`config.mk`:
```
export PLATFORM = sky130hd
export DESIGN_NAME = hsr_fault_retry
export DESIGN_NICKNAME = d
export VERILOG_FILES = /design/src/core/hsr_pkg.sv /design/src/core/hsr_fault_retry.sv
export SDC_FILE = /design/constraint.sdc
export NUM_CORES = 1
export LEC_CHECK = 0
export ABC_CLOCK_PERIOD_IN_PS = 3800
export BUFFER_PORTS_ARGS = -buffer_cell sky130_fd_sc_hd__buf_2
export CAP_MARGIN = 20
export CELL_PAD_IN_SITES_DETAIL_PLACEMENT = 1
export CELL_PAD_IN_SITES_GLOBAL_PLACEMENT = 1
export CORE_MARGIN = 2
export CORE_UTILIZATION = 48
export DETAILED_ROUTE_END_ITERATION = 12
export GPL_TIMING_DRIVEN = 0
export PLACE_DENSITY_LB_ADDON = 0.2
export SYNTH_ARGS = -nofsm -noshare
export SYNTH_HDL_FRONTEND = slang
export SYNTH_SLANG_ARGS = --single-unit
```
`constraint.sdc`:
```
create_clock -name core_clk_i -period 3.8 [get_ports core_clk_i]
set_clock_uncertainty 0.1 [all_clocks]
set_input_delay 0.19 -clock core_clk_i [delete_from_list [all_inputs] [get_ports core_clk_i]]
set_output_delay 0.19 -clock core_clk_i [all_outputs]
set_load 0.02 [all_outputs]
```
`src/core/hsr_pkg.sv`:
```
// Shared constants for the hot swap fault supervision and retry block.
// Assumes a single 125 MHz core clock and a byte-wide register port.
package hsr_pkg;

	// Register offsets on the byte-wide register port
	localparam logic [7:0] HSR_OFS_INPUTS  = 8'h02;
	localparam logic [7:0] HSR_OFS_LIVE    = 8'h03;
	localparam logic [7:0] HSR_OFS_STICKY  = 8'h04;
	localparam logic [7:0] HSR_OFS_RETRY   = 8'h0B;
	localparam logic [7:0] HSR_OFS_DELAY   = 8'h0E;
	localparam logic [7:0] HSR_OFS_POLICY  = 8'h0F;
	localparam logic [7:0] HSR_OFS_PINFUNC = 8'h10;
	localparam logic [7:0] HSR_OFS_ALERT   = 8'h15;
	localparam logic [7:0] HSR_OFS_RESTART = 8'hA2;

	// Bit positions shared by the live flags and the sticky log
	localparam int HSR_B_SUPPLY_HIGH  = 0;
	localparam int HSR_B_SUPPLY_LOW   = 1;
	localparam int HSR_B_POWER_FAILED = 3;
	localparam int HSR_B_SWITCH_LEAK  = 5;
	localparam int HSR_B_OUTSIDE_ERR  = 6;
	localparam logic [7:0] HSR_FAULT_MASK = 8'h6B;

	// Field positions in the control registers
	localparam int HSR_B_RETRY_HIGH   = 0;
	localparam int HSR_B_RETRY_LOW    = 1;
	localparam int HSR_B_RETRY_OUTSIDE = 2;
	localparam int HSR_B_CUTOFF_EN    = 0;
	localparam int HSR_DELAY_SEL_LSB  = 1;
	localparam int HSR_PINFUNC_LSB    = 6;
	localparam int HSR_B_ALERT_OUTSIDE = 6;
	localparam int HSR_B_DELAY_BUSY   = 1;

	// Values after reset
	localparam logic [7:0] HSR_RETRY_RST   = 8'h07;
	localparam logic [7:0] HSR_DELAY_RST   = 8'h00;
	localparam logic [7:0] HSR_POLICY_RST  = 8'h00;
	localparam logic [7:0] HSR_PINFUNC_RST = 8'h00;
	localparam logic [7:0] HSR_ALERT_RST   = 8'h00;
	// Synchroniser idles with both low supply comparators reading above
	localparam logic [12:0] HSR_SYN_RST    = 13'h0006;

	// Function codes of the fourth programmable pin
	typedef enum logic [1:0] {
		HSR_PIN_GENERAL  = 2'b00,
		HSR_PIN_ERR_LOW  = 2'b01,
		HSR_PIN_ERR_HIGH = 2'b10,
		HSR_PIN_SPARE    = 2'b11
	} hsr_pin_func_t;

	// Leak threshold in microvolts of sense voltage
	localparam logic [15:0] HSR_LEAK_LIMIT_UV = 16'h00FF;

	// Times and derived cycle counts
	localparam longint HSR_CLK_KHZ       = 125000;
	localparam longint HSR_LOW_DELAY_MS  = 128;
	localparam longint HSR_REST_BASE_MS  = 512;
	localparam longint HSR_LOW_DELAY_CYC = HSR_LOW_DELAY_MS * HSR_CLK_KHZ;
	localparam longint HSR_REST_BASE_CYC = HSR_REST_BASE_MS * HSR_CLK_KHZ;
	localparam int     HSR_CNT_W         = 40;

endpackage

```
`src/core/hsr_fault_retry.sv`:
```
// Fault supervision, sticky logging and auto-retry gating of a hot swap
// controller. Assumes comparator levels arrive unsynchronised, the leak
// sample comes from the data converter with a one-cycle valid strobe, and
// the register port is driven by the serial interface front end.
// Notes on behaviour
// Supply high removes turn-on permission and sets live and logged bits.
// Supply high fault leaves power good signals untouched.
// Supply high clearing re-grants at once, unless its retry is off.
// Low supply decision changes only when both comparators agree.
// Both comparators low turns switches off, sets live and logged bits.
// Low supply clear waits 128 ms before re-grant, none if retry off.
// Low supply present at power-up gets logged; host may clear it.
// Sense above 255 uV while switches off sets leak live and logged.
// Output sag live bit follows the output versus reference comparison.
// Power failed logs only for sag after internal power good latched.
// Power failed never removes turn-on permission.
// Pin setup bits 7:6 choose outside error polarity on pin four.
// Active-low pin low sets outside error live and logged bits.
// Outside error cuts permission only with its cutoff enable set.
// Outside error clear waits rest delay, none if its retry is off.
// Rest delay selectable 512 ms to 65.5 s in power-of-two steps.
// Delay busy bit is one while the rest delay runs.
// Logged outside error with alert enabled drives alert low.
// General inputs set their status bit when high, nothing else.
// Floating mode pin selects single driver operation.
// Writing zero to a logged bit clears it.
// A logged bit with its live condition present cannot be cleared.
// Permission is AND of no enabled cause and no pending delay.
// Comparator inputs pass a two-stage synchroniser first.
`timescale 1ns/1ps
`default_nettype none

module hsr_fault_retry
	import hsr_pkg::*;
#(
	parameter longint LOW_DELAY_CYC = HSR_LOW_DELAY_CYC,
	parameter longint REST_BASE_CYC = HSR_REST_BASE_CYC
) (
	// Clock and reset
	input  wire logic        core_clk_i,
	input  wire logic        rst_n_i,
	// Comparator and pin levels, comparators one when input above its threshold
	input  wire logic        supply_high_sense_i,
	input  wire logic        low_supply_rise_sense_i,
	input  wire logic        low_supply_fall_sense_i,
	input  wire logic        output_sag_i,
	input  wire logic [3:0]  prog_pins_i,
	input  wire logic [3:0]  analog_capable_pins_i,
	input  wire logic        mode_pin_float_i,
	// Converter leak measurement and switch state
	input  wire logic        sense_valid_i,
	input  wire logic [15:0] sense_uv_i,
	input  wire logic        switches_on_i,
	input  wire logic        power_good_latched_i,
	// Register port
	input  wire logic [7:0]  reg_addr_i,
	input  wire logic [7:0]  reg_wdata_i,
	input  wire logic        reg_wr_i,
	input  wire logic        reg_rd_i,
	output logic      [7:0]  reg_rdata_o,
	// Results
	output logic             gate_permit_o,
	output logic             alert_n_o,
	output logic             single_driver_mode_o
);

	// Synchroniser, comparators first then pins
	localparam int SYN_W = 13;
	logic [SYN_W-1:0] syn_a_reg;
	logic [SYN_W-1:0] syn_b_reg;
	logic [SYN_W-1:0] syn_raw;

	assign syn_raw = {mode_pin_float_i, analog_capable_pins_i, prog_pins_i,
		output_sag_i, low_supply_fall_sense_i, low_supply_rise_sense_i,
		supply_high_sense_i};

	// Two flops; only the second stage is looked at
	always_ff @(posedge core_clk_i or negedge rst_n_i) begin
		if (!rst_n_i) begin
			// Reset as no low supply, else a false fault follows reset
			syn_a_reg <= HSR_SYN_RST;
			syn_b_reg <= HSR_SYN_RST;
		end else begin
			syn_a_reg <= syn_raw;
			syn_b_reg <= syn_a_reg;
		end
	end

	logic       high_s;
	logic       rise_s;
	logic       fall_s;
	logic       sag_s;
	logic [3:0] prog_s;
	logic [3:0] ana_s;
	logic       float_s;

	assign high_s  = syn_b_reg[0];
	assign rise_s  = syn_b_reg[1];
	assign fall_s  = syn_b_reg[2];
	assign sag_s   = syn_b_reg[3];
	assign prog_s  = syn_b_reg[7:4];
	assign ana_s   = syn_b_reg[11:8];
	assign float_s = syn_b_reg[12];

	// Software registers
	logic [7:0] sticky_reg;
	logic [7:0] retry_reg;
	logic [7:0] delay_reg;
	logic [7:0] policy_reg;
	logic [7:0] pinfunc_reg;
	logic [7:0] alert_reg;

	hsr_pin_func_t pin_func;
	assign pin_func = hsr_pin_func_t'(pinfunc_reg[HSR_PINFUNC_LSB +: 2]);

	// Live conditions
	logic high_live_reg;
	logic low_live_reg;
	logic leak_live_reg;
	logic sag_live_reg;
	logic outside_live_reg;
	logic outside_now;

	// Pin four polarity select
	always_comb begin
		unique case (pin_func)
			HSR_PIN_ERR_LOW:  outside_now = !prog_s[3];
			HSR_PIN_ERR_HIGH: outside_now = prog_s[3];
			HSR_PIN_GENERAL:  outside_now = 1'b0;
			HSR_PIN_SPARE:    outside_now = 1'b0;
		endcase
	end

	// Supply high and sag track their comparators, outside error its pin four level
	always_ff @(posedge core_clk_i or negedge rst_n_i) begin
		if (!rst_n_i) begin
			high_live_reg    <= 1'b0;
			sag_live_reg     <= 1'b0;
			outside_live_reg <= 1'b0;
		end else begin
			high_live_reg    <= high_s;
			sag_live_reg     <= sag_s;
			outside_live_reg <= outside_now;
		end
	end

	// Low supply moves only when both comparators agree, else holds
	always_ff @(posedge core_clk_i or negedge rst_n_i) begin
		if (!rst_n_i) begin
			low_live_reg <= 1'b0;
		end else if (!rise_s && !fall_s) begin
			low_live_reg <= 1'b1;
		end else if (rise_s && fall_s) begin
			low_live_reg <= 1'b0;
		end
	end

	// Leak judged on each converter sample taken with switches off
	always_ff @(posedge core_clk_i or negedge rst_n_i) begin
		if (!rst_n_i) begin
			leak_live_reg <= 1'b0;
		end else if (switches_on_i) begin
			leak_live_reg <= 1'b0;
		end else if (sense_valid_i) begin
			leak_live_reg <= sense_uv_i > HSR_LEAK_LIMIT_UV;
		end
	end

	// Live flags in register layout
	logic [7:0] live_vec;
	always_comb begin
		live_vec = 8'h00;
		live_vec[HSR_B_SUPPLY_HIGH]  = high_live_reg;
		live_vec[HSR_B_SUPPLY_LOW]   = low_live_reg;
		live_vec[HSR_B_POWER_FAILED] = sag_live_reg;
		live_vec[HSR_B_SWITCH_LEAK]  = leak_live_reg;
		live_vec[HSR_B_OUTSIDE_ERR]  = outside_live_reg;
	end

	// Events that set logged bits; sag counts only after power good
	logic [7:0] set_vec;
	always_comb begin
		set_vec = live_vec;
		set_vec[HSR_B_POWER_FAILED] = sag_live_reg
			&& power_good_latched_i;
	end

	logic wr_sticky;
	assign wr_sticky = reg_wr_i && (reg_addr_i == HSR_OFS_STICKY);

	// Zero written clears, unless condition present; a set always wins.
	// Low supply at power-up is caught here once the sync settles.
	always_ff @(posedge core_clk_i or negedge rst_n_i) begin
		if (!rst_n_i) begin
			sticky_reg <= 8'h00;
		end else if (wr_sticky) begin
			sticky_reg <= ((sticky_reg & (reg_wdata_i | live_vec))
				| set_vec) & HSR_FAULT_MASK;
		end else begin
			sticky_reg <= (sticky_reg | set_vec)
				& HSR_FAULT_MASK;
		end
	end

	// Control registers, plain storage
	always_ff @(posedge core_clk_i or negedge rst_n_i) begin
		if (!rst_n_i) begin
			retry_reg   <= HSR_RETRY_RST;
			delay_reg   <= HSR_DELAY_RST;
			policy_reg  <= HSR_POLICY_RST;
			pinfunc_reg <= HSR_PINFUNC_RST;
			alert_reg   <= HSR_ALERT_RST;
		end else if (reg_wr_i) begin
			if (reg_addr_i == HSR_OFS_RETRY) begin
				retry_reg <= reg_wdata_i;
			end
			if (reg_addr_i == HSR_OFS_DELAY) begin
				delay_reg <= reg_wdata_i;
			end
			if (reg_addr_i == HSR_OFS_POLICY) begin
				policy_reg <= reg_wdata_i;
			end
			if (reg_addr_i == HSR_OFS_PINFUNC) begin
				pinfunc_reg <= reg_wdata_i;
			end
			if (reg_addr_i == HSR_OFS_ALERT) begin
				alert_reg <= reg_wdata_i;
			end
		end
	end

	// Rest delay length: base doubled per select step
	function automatic logic [HSR_CNT_W-1:0] rest_cycles(
		input logic [2:0] sel
	);
		logic [HSR_CNT_W-1:0] base;
		base = HSR_CNT_W'(REST_BASE_CYC);
		rest_cycles = base << sel;
	endfunction

	// Fall detectors for the retry delays
	logic low_prev_reg;
	logic outside_prev_reg;
	always_ff @(posedge core_clk_i or negedge rst_n_i) begin
		if (!rst_n_i) begin
			low_prev_reg     <= 1'b0;
			outside_prev_reg <= 1'b0;
		end else begin
			low_prev_reg     <= low_live_reg;
			outside_prev_reg <= outside_live_reg;
		end
	end

	logic low_cleared;
	logic outside_cleared;
	assign low_cleared     = low_prev_reg && !low_live_reg;
	assign outside_cleared = outside_prev_reg && !outside_live_reg;

	// Low supply wait; a new fault aborts it since the live bit blocks
	logic [HSR_CNT_W-1:0] low_cnt_reg;
	always_ff @(posedge core_clk_i or negedge rst_n_i) begin
		if (!rst_n_i) begin
			low_cnt_reg <= '0;
		end else if (low_live_reg) begin
			low_cnt_reg <= '0;
		end else if (low_cleared) begin
			low_cnt_reg <= HSR_CNT_W'(LOW_DELAY_CYC);
		end else if (low_cnt_reg != '0) begin
			low_cnt_reg <= low_cnt_reg - 1'b1;
		end
	end

	// Rest delay restarts on each new outside error clear
	logic [HSR_CNT_W-1:0] rest_cnt_reg;
	always_ff @(posedge core_clk_i or negedge rst_n_i) begin
		if (!rst_n_i) begin
			rest_cnt_reg <= '0;
		end else if (outside_cleared) begin
			rest_cnt_reg <= rest_cycles(
				delay_reg[HSR_DELAY_SEL_LSB +: 3]);
		end else if (rest_cnt_reg != '0) begin
			rest_cnt_reg <= rest_cnt_reg - 1'b1;
		end
	end

	logic rest_busy;
	assign rest_busy = rest_cnt_reg != '0;

	// Blocking causes; with retry off the logged bit also holds off
	logic high_block;
	logic low_block;
	logic outside_block;
	assign high_block = high_live_reg
		|| (!retry_reg[HSR_B_RETRY_HIGH]
		&& sticky_reg[HSR_B_SUPPLY_HIGH]);
	assign low_block = low_live_reg || low_cleared || (low_cnt_reg != '0)
		|| (!retry_reg[HSR_B_RETRY_LOW]
		&& sticky_reg[HSR_B_SUPPLY_LOW]);
	assign outside_block = policy_reg[HSR_B_CUTOFF_EN]
		&& (outside_live_reg || outside_cleared || rest_busy
		|| (!retry_reg[HSR_B_RETRY_OUTSIDE]
		&& sticky_reg[HSR_B_OUTSIDE_ERR]));

	// Power failed, leak and general inputs are not causes here,
	// and power good outputs live elsewhere, untouched by this logic
	always_ff @(posedge core_clk_i or negedge rst_n_i) begin
		if (!rst_n_i) begin
			gate_permit_o <= 1'b0;
		end else begin
			gate_permit_o <= !high_block && !low_block
				&& !outside_block;
		end
	end

	// Alert ignores the cutoff enable on purpose
	always_ff @(posedge core_clk_i or negedge rst_n_i) begin
		if (!rst_n_i) begin
			alert_n_o <= 1'b1;
		end else begin
			alert_n_o <= !(sticky_reg[HSR_B_OUTSIDE_ERR]
				&& alert_reg[HSR_B_ALERT_OUTSIDE]);
		end
	end

	// Mode pin level, a float reads as one from the pin detector
	always_ff @(posedge core_clk_i or negedge rst_n_i) begin
		if (!rst_n_i) begin
			single_driver_mode_o <= 1'b0;
		end else begin
			single_driver_mode_o <= float_s;
		end
	end

	// General input levels; pin four reads zero when used for errors
	logic [7:0] inputs_vec;
	always_comb begin
		inputs_vec = {ana_s, prog_s};
		if (pin_func != HSR_PIN_GENERAL) begin
			inputs_vec[3] = 1'b0;
		end
	end

	// Read decode, unmapped offsets answer zero
	function automatic logic [7:0] read_mux(
		input logic [7:0] addr,
		input logic [7:0] live,
		input logic [7:0] gin
	);
		read_mux = 8'h00;
		unique case (addr)
			HSR_OFS_INPUTS:  read_mux = gin;
			HSR_OFS_LIVE:    read_mux = live;
			HSR_OFS_STICKY:  read_mux = sticky_reg;
			HSR_OFS_RETRY:   read_mux = retry_reg;
			HSR_OFS_DELAY:   read_mux = delay_reg;
			HSR_OFS_POLICY:  read_mux = policy_reg;
			HSR_OFS_PINFUNC: read_mux = pinfunc_reg;
			HSR_OFS_ALERT:   read_mux = alert_reg;
			HSR_OFS_RESTART: read_mux = {6'h00, rest_busy,
				1'b0};
			default:         read_mux = 8'h00;
		endcase
	endfunction

	// Read data held until the next read
	always_ff @(posedge core_clk_i or negedge rst_n_i) begin
		if (!rst_n_i) begin
			reg_rdata_o <= 8'h00;
		end else if (reg_rd_i) begin
			reg_rdata_o <= read_mux(reg_addr_i, live_vec, inputs_vec);
		end
	end

endmodule

`default_nettype wire

```
**After elaboration in Yosys (flattened, before gate mapping)**

Index checks and enable logic that the tools add are counted.

- $add $sub $neg: 2
- Magnitude comparators: 1
- Equality and inequality tests: 12
- Shift operators: 1
- Muxes and demuxes: 13
- Bitwise gates (word level): 4
- Reductions and logical operators: 46

Operators with widths:

| kind | count |
|---|---|
| two-way mux 40 bit | 5 |
| nonzero test 40 bit | 2 |
| subtractor 40 x 1 -> 40 bit (second input constant) | 2 |
| one-hot mux 8 bit (9 select lines) | 1 |
| left shift 26 x 3 -> 40 bit (first input constant) | 1 |
| equality test 8 x 4 -> 1 bit (second input constant) | 3 |
| OR 7 bit | 3 |
| equality test 8 x 2 -> 1 bit (second input constant) | 2 |
| equality test 8 x 5 -> 1 bit (second input constant) | 2 |
| > comparator 16 x 8 -> 1 bit (second input constant) | 1 |
| logical AND 1 bit | 13 |
| logical NOT 1 bit | 12 |
| AND reduction 2 bit | 5 |
| equality test 8 x 3 -> 1 bit (second input constant) | 1 |
| equality test 8 bit (second input constant) | 1 |
| nonzero test 2 bit | 4 |
| AND 7 bit | 1 |
| logical OR 1 bit | 7 |
| two-way mux 7 bit | 1 |
| two-way mux 1 bit | 5 |
| equality test 2 bit (second input constant) | 2 |
| one-hot mux 1 bit (3 select lines) | 1 |
| nonzero test 3 bit | 1 |
| equality test 2 x 1 -> 1 bit (second input constant) | 1 |
| 2 further kinds | 2 |

- Flip-flop bits (word level): 171
- Input port bits: 52

**Longest topological paths before layout**

Gate-level depths: netlist of run 1.

- Depth in word-level cells: 8
- Depth in mapped cells: 9
- Mapped depth without buffers: 7

**Worst setup path before layout of run 1**

Ideal clock, no wire load.

- Path kind: reg-to-reg
- From: register rest_cnt_reg[32]
- To: register gate_permit_o
- Setup time: 107 ps
- Arrival: 2841 ps
- Path slack: 753 ps
- Cell stages (with the launch flop): 8
- Buffers on the path: 2
- Period minus slack after synthesis: 3047 ps
- Cells stage by stage: dfrtp_1 > buf_6 > or4_4 > or3_4 > or4_4 > buf_6 > or4_4 > a2111oi_4

- Word-level cells in the longest chain between the ends: 6

RTL lines:

| element | line | RTL |
|---|---|---|
| start: declaration | hsr_fault_retry.sv:274 | `logic [HSR_CNT_W-1:0] rest_cnt_reg;` |
| start signal: assignment | hsr_fault_retry.sv:279 | `rest_cnt_reg <= rest_cycles(` |
| start signal: assignment | hsr_fault_retry.sv:282 | `rest_cnt_reg <= rest_cnt_reg - 1'b1;` |
| nonzero test 40 bit | hsr_fault_retry.sv:287 | `assign rest_busy = rest_cnt_reg != '0;` |
| logical OR 1 bit | hsr_fault_retry.sv:300 | `&& (outside_live_reg \|\| outside_cleared \|\| rest_busy` |
| logical OR 1 bit | hsr_fault_retry.sv:301 | `\|\| (!retry_reg[HSR_B_RETRY_OUTSIDE]` |
| logical AND 1 bit | hsr_fault_retry.sv:300 |  |
| logical NOT 1 bit | hsr_fault_retry.sv:311 | `&& !outside_block;` |
| logical AND 1 bit | hsr_fault_retry.sv:311 |  |
| end signal: assignment | hsr_fault_retry.sv:310 | `gate_permit_o <= !high_block && !low_block` |
| end: declaration | hsr_fault_retry.sv:62 | `output logic gate_permit_o,` |

No other way between the ends.
A chain may end at the register's enable or synchronous reset.

**Final worst setup path of run 1**

- From: register low_cnt_reg[22]
- To: register low_cnt_reg[8]

- Word-level cells in the longest chain between the ends: 2

RTL lines:

| element | line | RTL |
|---|---|---|
| start: declaration | hsr_fault_retry.sv:260 | `logic [HSR_CNT_W-1:0] low_cnt_reg;` |
| start signal: assignment | hsr_fault_retry.sv:267 | `low_cnt_reg <= HSR_CNT_W'(LOW_DELAY_CYC);` |
| start signal: assignment | hsr_fault_retry.sv:269 | `low_cnt_reg <= low_cnt_reg - 1'b1;` |
| nonzero test 40 bit | hsr_fault_retry.sv:268 | `end else if (low_cnt_reg != '0) begin` |
| nonzero test 3 bit (no source line) | -- |  |

No other way between the ends.

==> results.py, run 1 <==
metrics = {
    "floorplan": {
        "core_area_sq_um": 17200,
        "die_w_um": 137,
        "io_pins": 63,
        "die_h_um": 137,
        "die-area_sq_um": 18600,
        "rows": 48,
        "start_util_pct": 48.9,
    },
    "worst_setup_path": {
        "critPathRequiredTime_ps": 4060,
        "reg2reg_depth": 9,
        "cp-startpoint": "low_cnt_reg[22]",
        "cp-end-kind": "register",
        "crit_fanout": 10,
        "crit_type": "register to register",
        "cp-start-kind": "register",
        "rrSetupSlack_ps": 350,
        "regToRegEndpoint": "low_cnt_reg[8]",
        "cp.arrival_ps": 3710,
        "rr_startpoint": "low_cnt_reg[22]",
    },
    "logic_synthesis": {
        "post-synth-top-area-cell": "dfrtp_1",
        "netlist_area_sq_um": 8430,
        "syn_inst": 819,
        "synth_area_leaders": "dfrtp_1 (48%), mux2_2 (5.6%), or4_1 (2.9%), or3_1 (2.8%), a21oi_1 (2.7%)",
        "synth_common_cells": "dfrtp_1 (161), a21oi_1 (45), nand2_1 (44)",
        "ys_warn_count": 0,
        "synth_fp_nets": 880,
        "async_reset_ff_share_pct": 100,
        "syn_avg_cell_area_sq_um": 10.3,
        "synth_flop_cell": "dfrtp_1",
        "synth_most_common_cell": "dfrtp_1",
        "ys_seq_area_share_pct": 50.3,
        "yosys_register_bits": 169,
        "yosysTopAreaCellShare_pct": 47.8,
        "synth_cell_types": 62,
        "synth_edf_count": 0,
    },
    "flow_run": {
        "max_cap_violations": 0,
    },
    "drt": {
        "routed_wl_um": 26100,
        "vias": 7424,
        "drtAntennaViolNets": 0,
        "post_drt_wl_per_cell_um": 22.5,
        "first_iter_violations": 509,
        "first_pass_iters": 5,
        "vias_per_cell": 6.41,
        "drc": 0,
    },
    "power": {
        "p_leak_uw": 0.00418,
        "ir_drop_uv": 347,
        "total_power_uw": 5630,
        "powerDensity_nw_per_um2": 567,
    },
    "sta": {
        "rsz0062_at_grt": "false",
        "final-setup-viol-count": 0,
        "fin_crit_sh_pct": 90.7,
        "relSlewSlack_pct": 32.1,
        "finalCriticalPeriod_ps": 3450,
        "worst_slew_pin_slew_ps": 1010,
        "finalHoldViolCount": 0,
        "maxSlewViolCount": 0,
        "fmax_mhz": 290,
    },
    "clocking": {
        "cts-root-buf": "clkbuf_16",
        "htreeDepth": 4,
        "insertion_delay_ps": 450,
        "post_cts_buffers": 0,
        "cts_tree": "yes",
        "cts.sink_count": 169,
        "cts_buffers": 17,
        "clockBufferDepth": 2,
        "clkSlewWorstSetupHoldPaths_ps": 70,
    },
    "final_layout": {
        "design_area_sq_um": 9930,
        "syn_to_final_growth_pct": 17.8,
        "fillers": 1891,
        "final_cells": 1158,
        "nNetsFinal": 980,
        "drive_above_1_share_pct": 17.9,
    },
    "min_path": {
        "worstHoldPathCells": 4,
        "min_from": "reg_addr_i[6]",
        "hp-class": "input pin to register",
        "hold_path_end": "reg_rdata_o[1]",
    },
    "global_routing": {
        "grt_pass1_vias": 7942,
        "grt_util_all_layers_pct": 29.2,
        "overflow": 0,
        "grt_max_degree": 127,
        "grt_pass1_wl_um": 42100,
        "antenna_found_initial": 1,
    },
    "placed_design": {
        "place.gp.congestion": 0.897,
        "dp_hpwl_um": 17500,
        "portBuffers": 52,
        "dp.cells": 1099,
        "dpl_cell_area_sq_um": 9040,
    },
    "status": {
        "status": "completed",
    },
}
power by group:
| part | internal (uW) | total (uW) | switching [uW] |
|---|---|---|---|
| registers | 2090 | 2400 | 315 |
| clock network | 902 | 1790 | 886 |
| logic | 571 | 1430 | 864 |
| total | 3560 | 5630 | 2070 |
routing by layer:
metal	up-vias	share of wire, %	track usage (%)
li1	3306	-	-
met1	3799	42	37.1
met2	246	50	49.0
met3	73	4.7	6.04
met4	0	2.7	11.5
met5	-	0	0
worst max path at each step:
stage / slack [ps] / to / cells past startpoint
detailed placement: 220 / rest_cnt_reg[11] / 7
CTS: 130 / rest_cnt_reg[11] / 7
global placement: -140 / leak_live_reg / 1
finish: 350 / low_cnt_reg[8] / 9
floorplan: 750 / gate_permit_o / 7
global route: 100 / low_cnt_reg[8] / 9
repair_timing:
item	4_1_cts	5_1_grt
endpoints found under the hold margin	100	0
setup endpoints to repair	0	10
resized for setup	0	2
hold buffers	25	0
worst max-delay path, cell delays in order (launching register included):
cell	delay, ps
dfrtp_1	410
or4_1	520
clkbuf_1	190
or4_1	530
clkbuf_1	210
nor4_1	270
clkbuf_1	490
buf_2	360
o21ai_0	130
a21oi_1	150
layout by cell type, fill, tap and decap left out, drive strengths merged, types with 8 or more instances in the layout:
cell type	instances
clkbuf	55
dlygate4sd3	25
a21oi	45
mux2i	10
nor2	41
dfstp	8
xnor2	13
or3	39
o31ai	19
nor4	31
nand3	26
xor2	11
ha	9
nand2	44
inv	33
o41ai	8
o22ai	17
mux2	42
buf	62
dfrtp	161
o21ai	35
or4	36
nor3	29
nand2b	9
nand4	9
through the flow:
step	TNS (ps)	hold slack, ps	util, %	setup slack [ps]
6_report	0	71.0	57.6	354
4_1_cts	0	39.9	57.5	131
3_3_place_gp	-19610	195	52.1	-137
5_1_grt	0	89.5	57.6	101
2_1_floorplan	0	-206	-	753
3_5_place_dp	0	8.99	52.4	220
final cells by class:
class                      instances  area, sq um  share of cell area [%]
inverter                          26         97.6                   0.983
clock buffer                      17          425                    4.28
antenna                            1         2.50                  0.0252
multi-input combinational        579         3930                    39.6
timing repair buffer              81          572                    5.76
buffer                            45          189                    1.90
tap                              225          282                    2.83
sequential                       169         4240                    42.7
clock inverter                    15          195                    1.97
cells by family (layout without fill, tap and decap cells):
family	Yosys count	after routing	synth area share, %
AND/OR/NAND/NOR	311	311	21.2
buffers and inverters	71	184	3.40
multiplexers	52	52	6.80
XOR/XNOR	24	24	2.49
flip-flops	169	169	50.3
other	0	1	0
AO/OA/AOI/OAI	183	183	14.5
adder cells (fa/ha/maj)	9	9	1.34
No activity file was read; power rests on OpenSTA's default activity.
==> inputs of run 2 (changes only) <==
ABC_AREA = 1   (was not set)
ABC_CLOCK_PERIOD_IN_PS = 3300   (was 3800)
CAP_MARGIN = 5   (was 20)
CORE_UTILIZATION = 45   (was 48)
clock period = 3.3 ns   (was 3.8 ns; I/O delays follow)
==> results.py, run 2 <==
metrics = {
    "worst_setup_path": {
        "crit_type": "register to register",
        "crit_fanout": 10,
        "reg2reg_depth": 7,
        "cp.arrival_ps": 2480,
        "cp-start-kind": "register",
        "critPathRequiredTime_ps": 3520,
        "cp-end-kind": "register",
    },
    "drt": {
        "post_drt_wl_per_cell_um": 17.3,
        "drc": 0,
        "first_iter_violations": 494,
        "routed_wl_um": 28900,
        "vias": 8817,
        "vias_per_cell": 5.28,
        "first_pass_iters": 5,
        "drtAntennaViolNets": 0,
    },
    "placed_design": {
        "place.gp.congestion": 0.919,
        "dp.cells": 1614,
        "dp_hpwl_um": 21000,
        "portBuffers": 53,
    },
    "power": {
        "ir_drop_uv": 376,
        "powerDensity_nw_per_um2": 673,
        "p_leak_uw": 0.00565,
    },
    "clocking": {
        "post_cts_resize_count": 0,
        "clkSlewWorstSetupHoldPaths_ps": 70,
        "cts.sink_count": 169,
        "insertion_delay_ps": 440,
        "htreeDepth": 4,
        "cts_tree": "yes",
        "cts_buffers": 17,
        "clockBufferDepth": 2,
        "cts-root-buf": "clkbuf_16",
    },
    "global_routing": {
        "antenna_found_initial": 0,
        "grt_pass1_vias": 9205,
        "grt_max_degree": 103,
        "overflow": 0,
        "grt_util_all_layers_pct": 27.7,
        "grt_pass1_wl_um": 47700,
    },
    "logic_synthesis": {
        "synth_cell_types": 47,
        "ys_seq_area_share_pct": 45.3,
        "netlist_area_sq_um": 9370,
        "synth_most_common_cell": "nand2_1",
        "syn_avg_cell_area_sq_um": 7.26,
        "synth_flop_cell": "dfrtp_1",
        "async_reset_ff_share_pct": 100,
        "yosys_register_bits": 169,
        "synth_area_leaders": "dfrtp_1 (43%), nand2_1 (14%), nor2_1 (8.7%), inv_1 (7.7%), nand3_1 (4.6%)",
        "synth_edf_count": 0,
        "yosysTopAreaCellShare_pct": 43.0,
        "syn_inst": 1290,
        "synth_fp_nets": 1351,
        "post-synth-top-area-cell": "dfrtp_1",
        "ys_warn_count": 0,
        "synth_common_cells": "nand2_1 (352), nor2_1 (217), inv_1 (192)",
    },
    "floorplan": {
        "io_pins": 63,
        "rows": 52,
        "die_w_um": 148,
        "core_area_sq_um": 20300,
        "die-area_sq_um": 22000,
        "start_util_pct": 46.1,
        "die_h_um": 148,
    },
    "min_path": {
        "hp-class": "input pin to register",
        "worstHoldPathCells": 4,
    },
    "status": {
        "status": "completed",
    },
    "final_layout": {
        "fin_util_pct": 53.5,
        "final_cell_mix": "nand2_1 (352), nor2_1 (217), inv_1 (192)",
        "fillers": 2633,
        "syn_to_final_growth_pct": 16.0,
        "final_common_cell": "nand2_1",
        "num_antenna_cells": 0,
        "drive_above_1_share_pct": 11.7,
        "seqCellArea_sq_um": 4240,
        "nNetsFinal": 1449,
        "final_cells": 1671,
        "multiInputGateArea_sq_um": 4240,
    },
    "sta": {
        "finalCriticalPeriod_ps": 2260,
        "relSlewSlack_pct": 53.1,
        "maxSlewViolCount": 0,
        "fin_crit_sh_pct": 68.4,
        "holdWs_ps": 62.8,
        "fmax_mhz": 443,
        "rsz0062_at_grt": "false",
        "finalHoldViolCount": 0,
        "final-setup-viol-count": 0,
        "worst_slew_pin_slew_ps": 701,
    },
    "flow_run": {
        "max_cap_violations": 0,
    },
}
==> run 2: metal layers <==
| layer | part of all wire [%] | GRT usage, % | wire length, um |
|---|---|---|---|
| met1 | 45 | 36.2 | 13000 |
| met2 | 49 | 47.5 | 14200 |
| met3 | 3.7 | 4.29 | 1060 |
| met4 | 2.4 | 8.38 | 689 |
| met5 | 0 | 0 | 0 |
==> run 2: worst paths after layout <==
| check | to | slack [ps] | startpoint |
|---|---|---|---|
| max in group asynchronous | retry_reg[2] | 2030 | rst_n_i |
| max reg2reg | low_cnt_reg[26] | 1040 | low_cnt_reg[32] |
| min | sticky_reg[3] | 60 | power_good_latched_i |
| min reg2reg | syn_b_reg[8] | 250 | syn_a_reg[8] |
| min in group asynchronous | rest_cnt_reg[39] | 150 | rst_n_i |
| max | low_cnt_reg[26] | 1040 | low_cnt_reg[32] |
==> run 2: kinds of logic after synthesis <==
group,count (synthesis),synth area share [%]
DFF,169,45.3
buffers and inverters,220,9.50
xor gates and xnor gates,11,1.03
and+or+nand+nor,748,34.7
AOI/OAI and AO/OA,133,8.26
adders and majority gates,9,1.20
==> run 2: final cells by class <==
| cell class | instances | share of cell area [%] |
|---|---|---|
| Clock buffer | 18 | 3.95 |
| Tap cell | 270 | 3.11 |
| Sequential cell | 169 | 39.0 |
| Multi-Input combinational cell | 901 | 39.0 |
| Timing Repair Buffer | 79 | 5.09 |
| Inverter | 199 | 6.88 |
| Clock inverter | 14 | 1.61 |
| Buffer | 21 | 1.31 |
==> run 2: report_power, final <==
group / leakage (uW) / internal, uW / switching, uW
Sequential: 0.00206 / 2440 / 386
Combinational: 0.00330 / 792 / 1630
Clock: 0.000292 / 1090 / 976
Total: 0.00565 / 4320 / 2990
==> run 2: stage by stage <==
step / power [uW] / instance area, sq um / worst slack [ps] / setup TNS (ps)
detailed placement: 5210 / 10000 / 1090 / 0
global placement: 5100 / 9970 / -867 / -136740
finish: 7310 / 10900 / 1040 / 0
CTS: 7340 / 10900 / 1050 / 0
global route: 7810 / 10900 / 900 / 0
floorplan: 4500 / 9370 / 1460 / 0
==> run 2: timing repair <==
action / CTS / global route
hold buffers: 25 / 0
setup buffers: 0 / 0
hold endpoints to repair: 116 / 0
==> run 2: worst max-delay path: stages, from the launching register on <==
cell and delay, ps:
dfrtp_1 400, nor2_1 270, inv_1 120, nor4_1 550
nand3_1 260, inv_1 150, buf_4 210, nor2_1 80
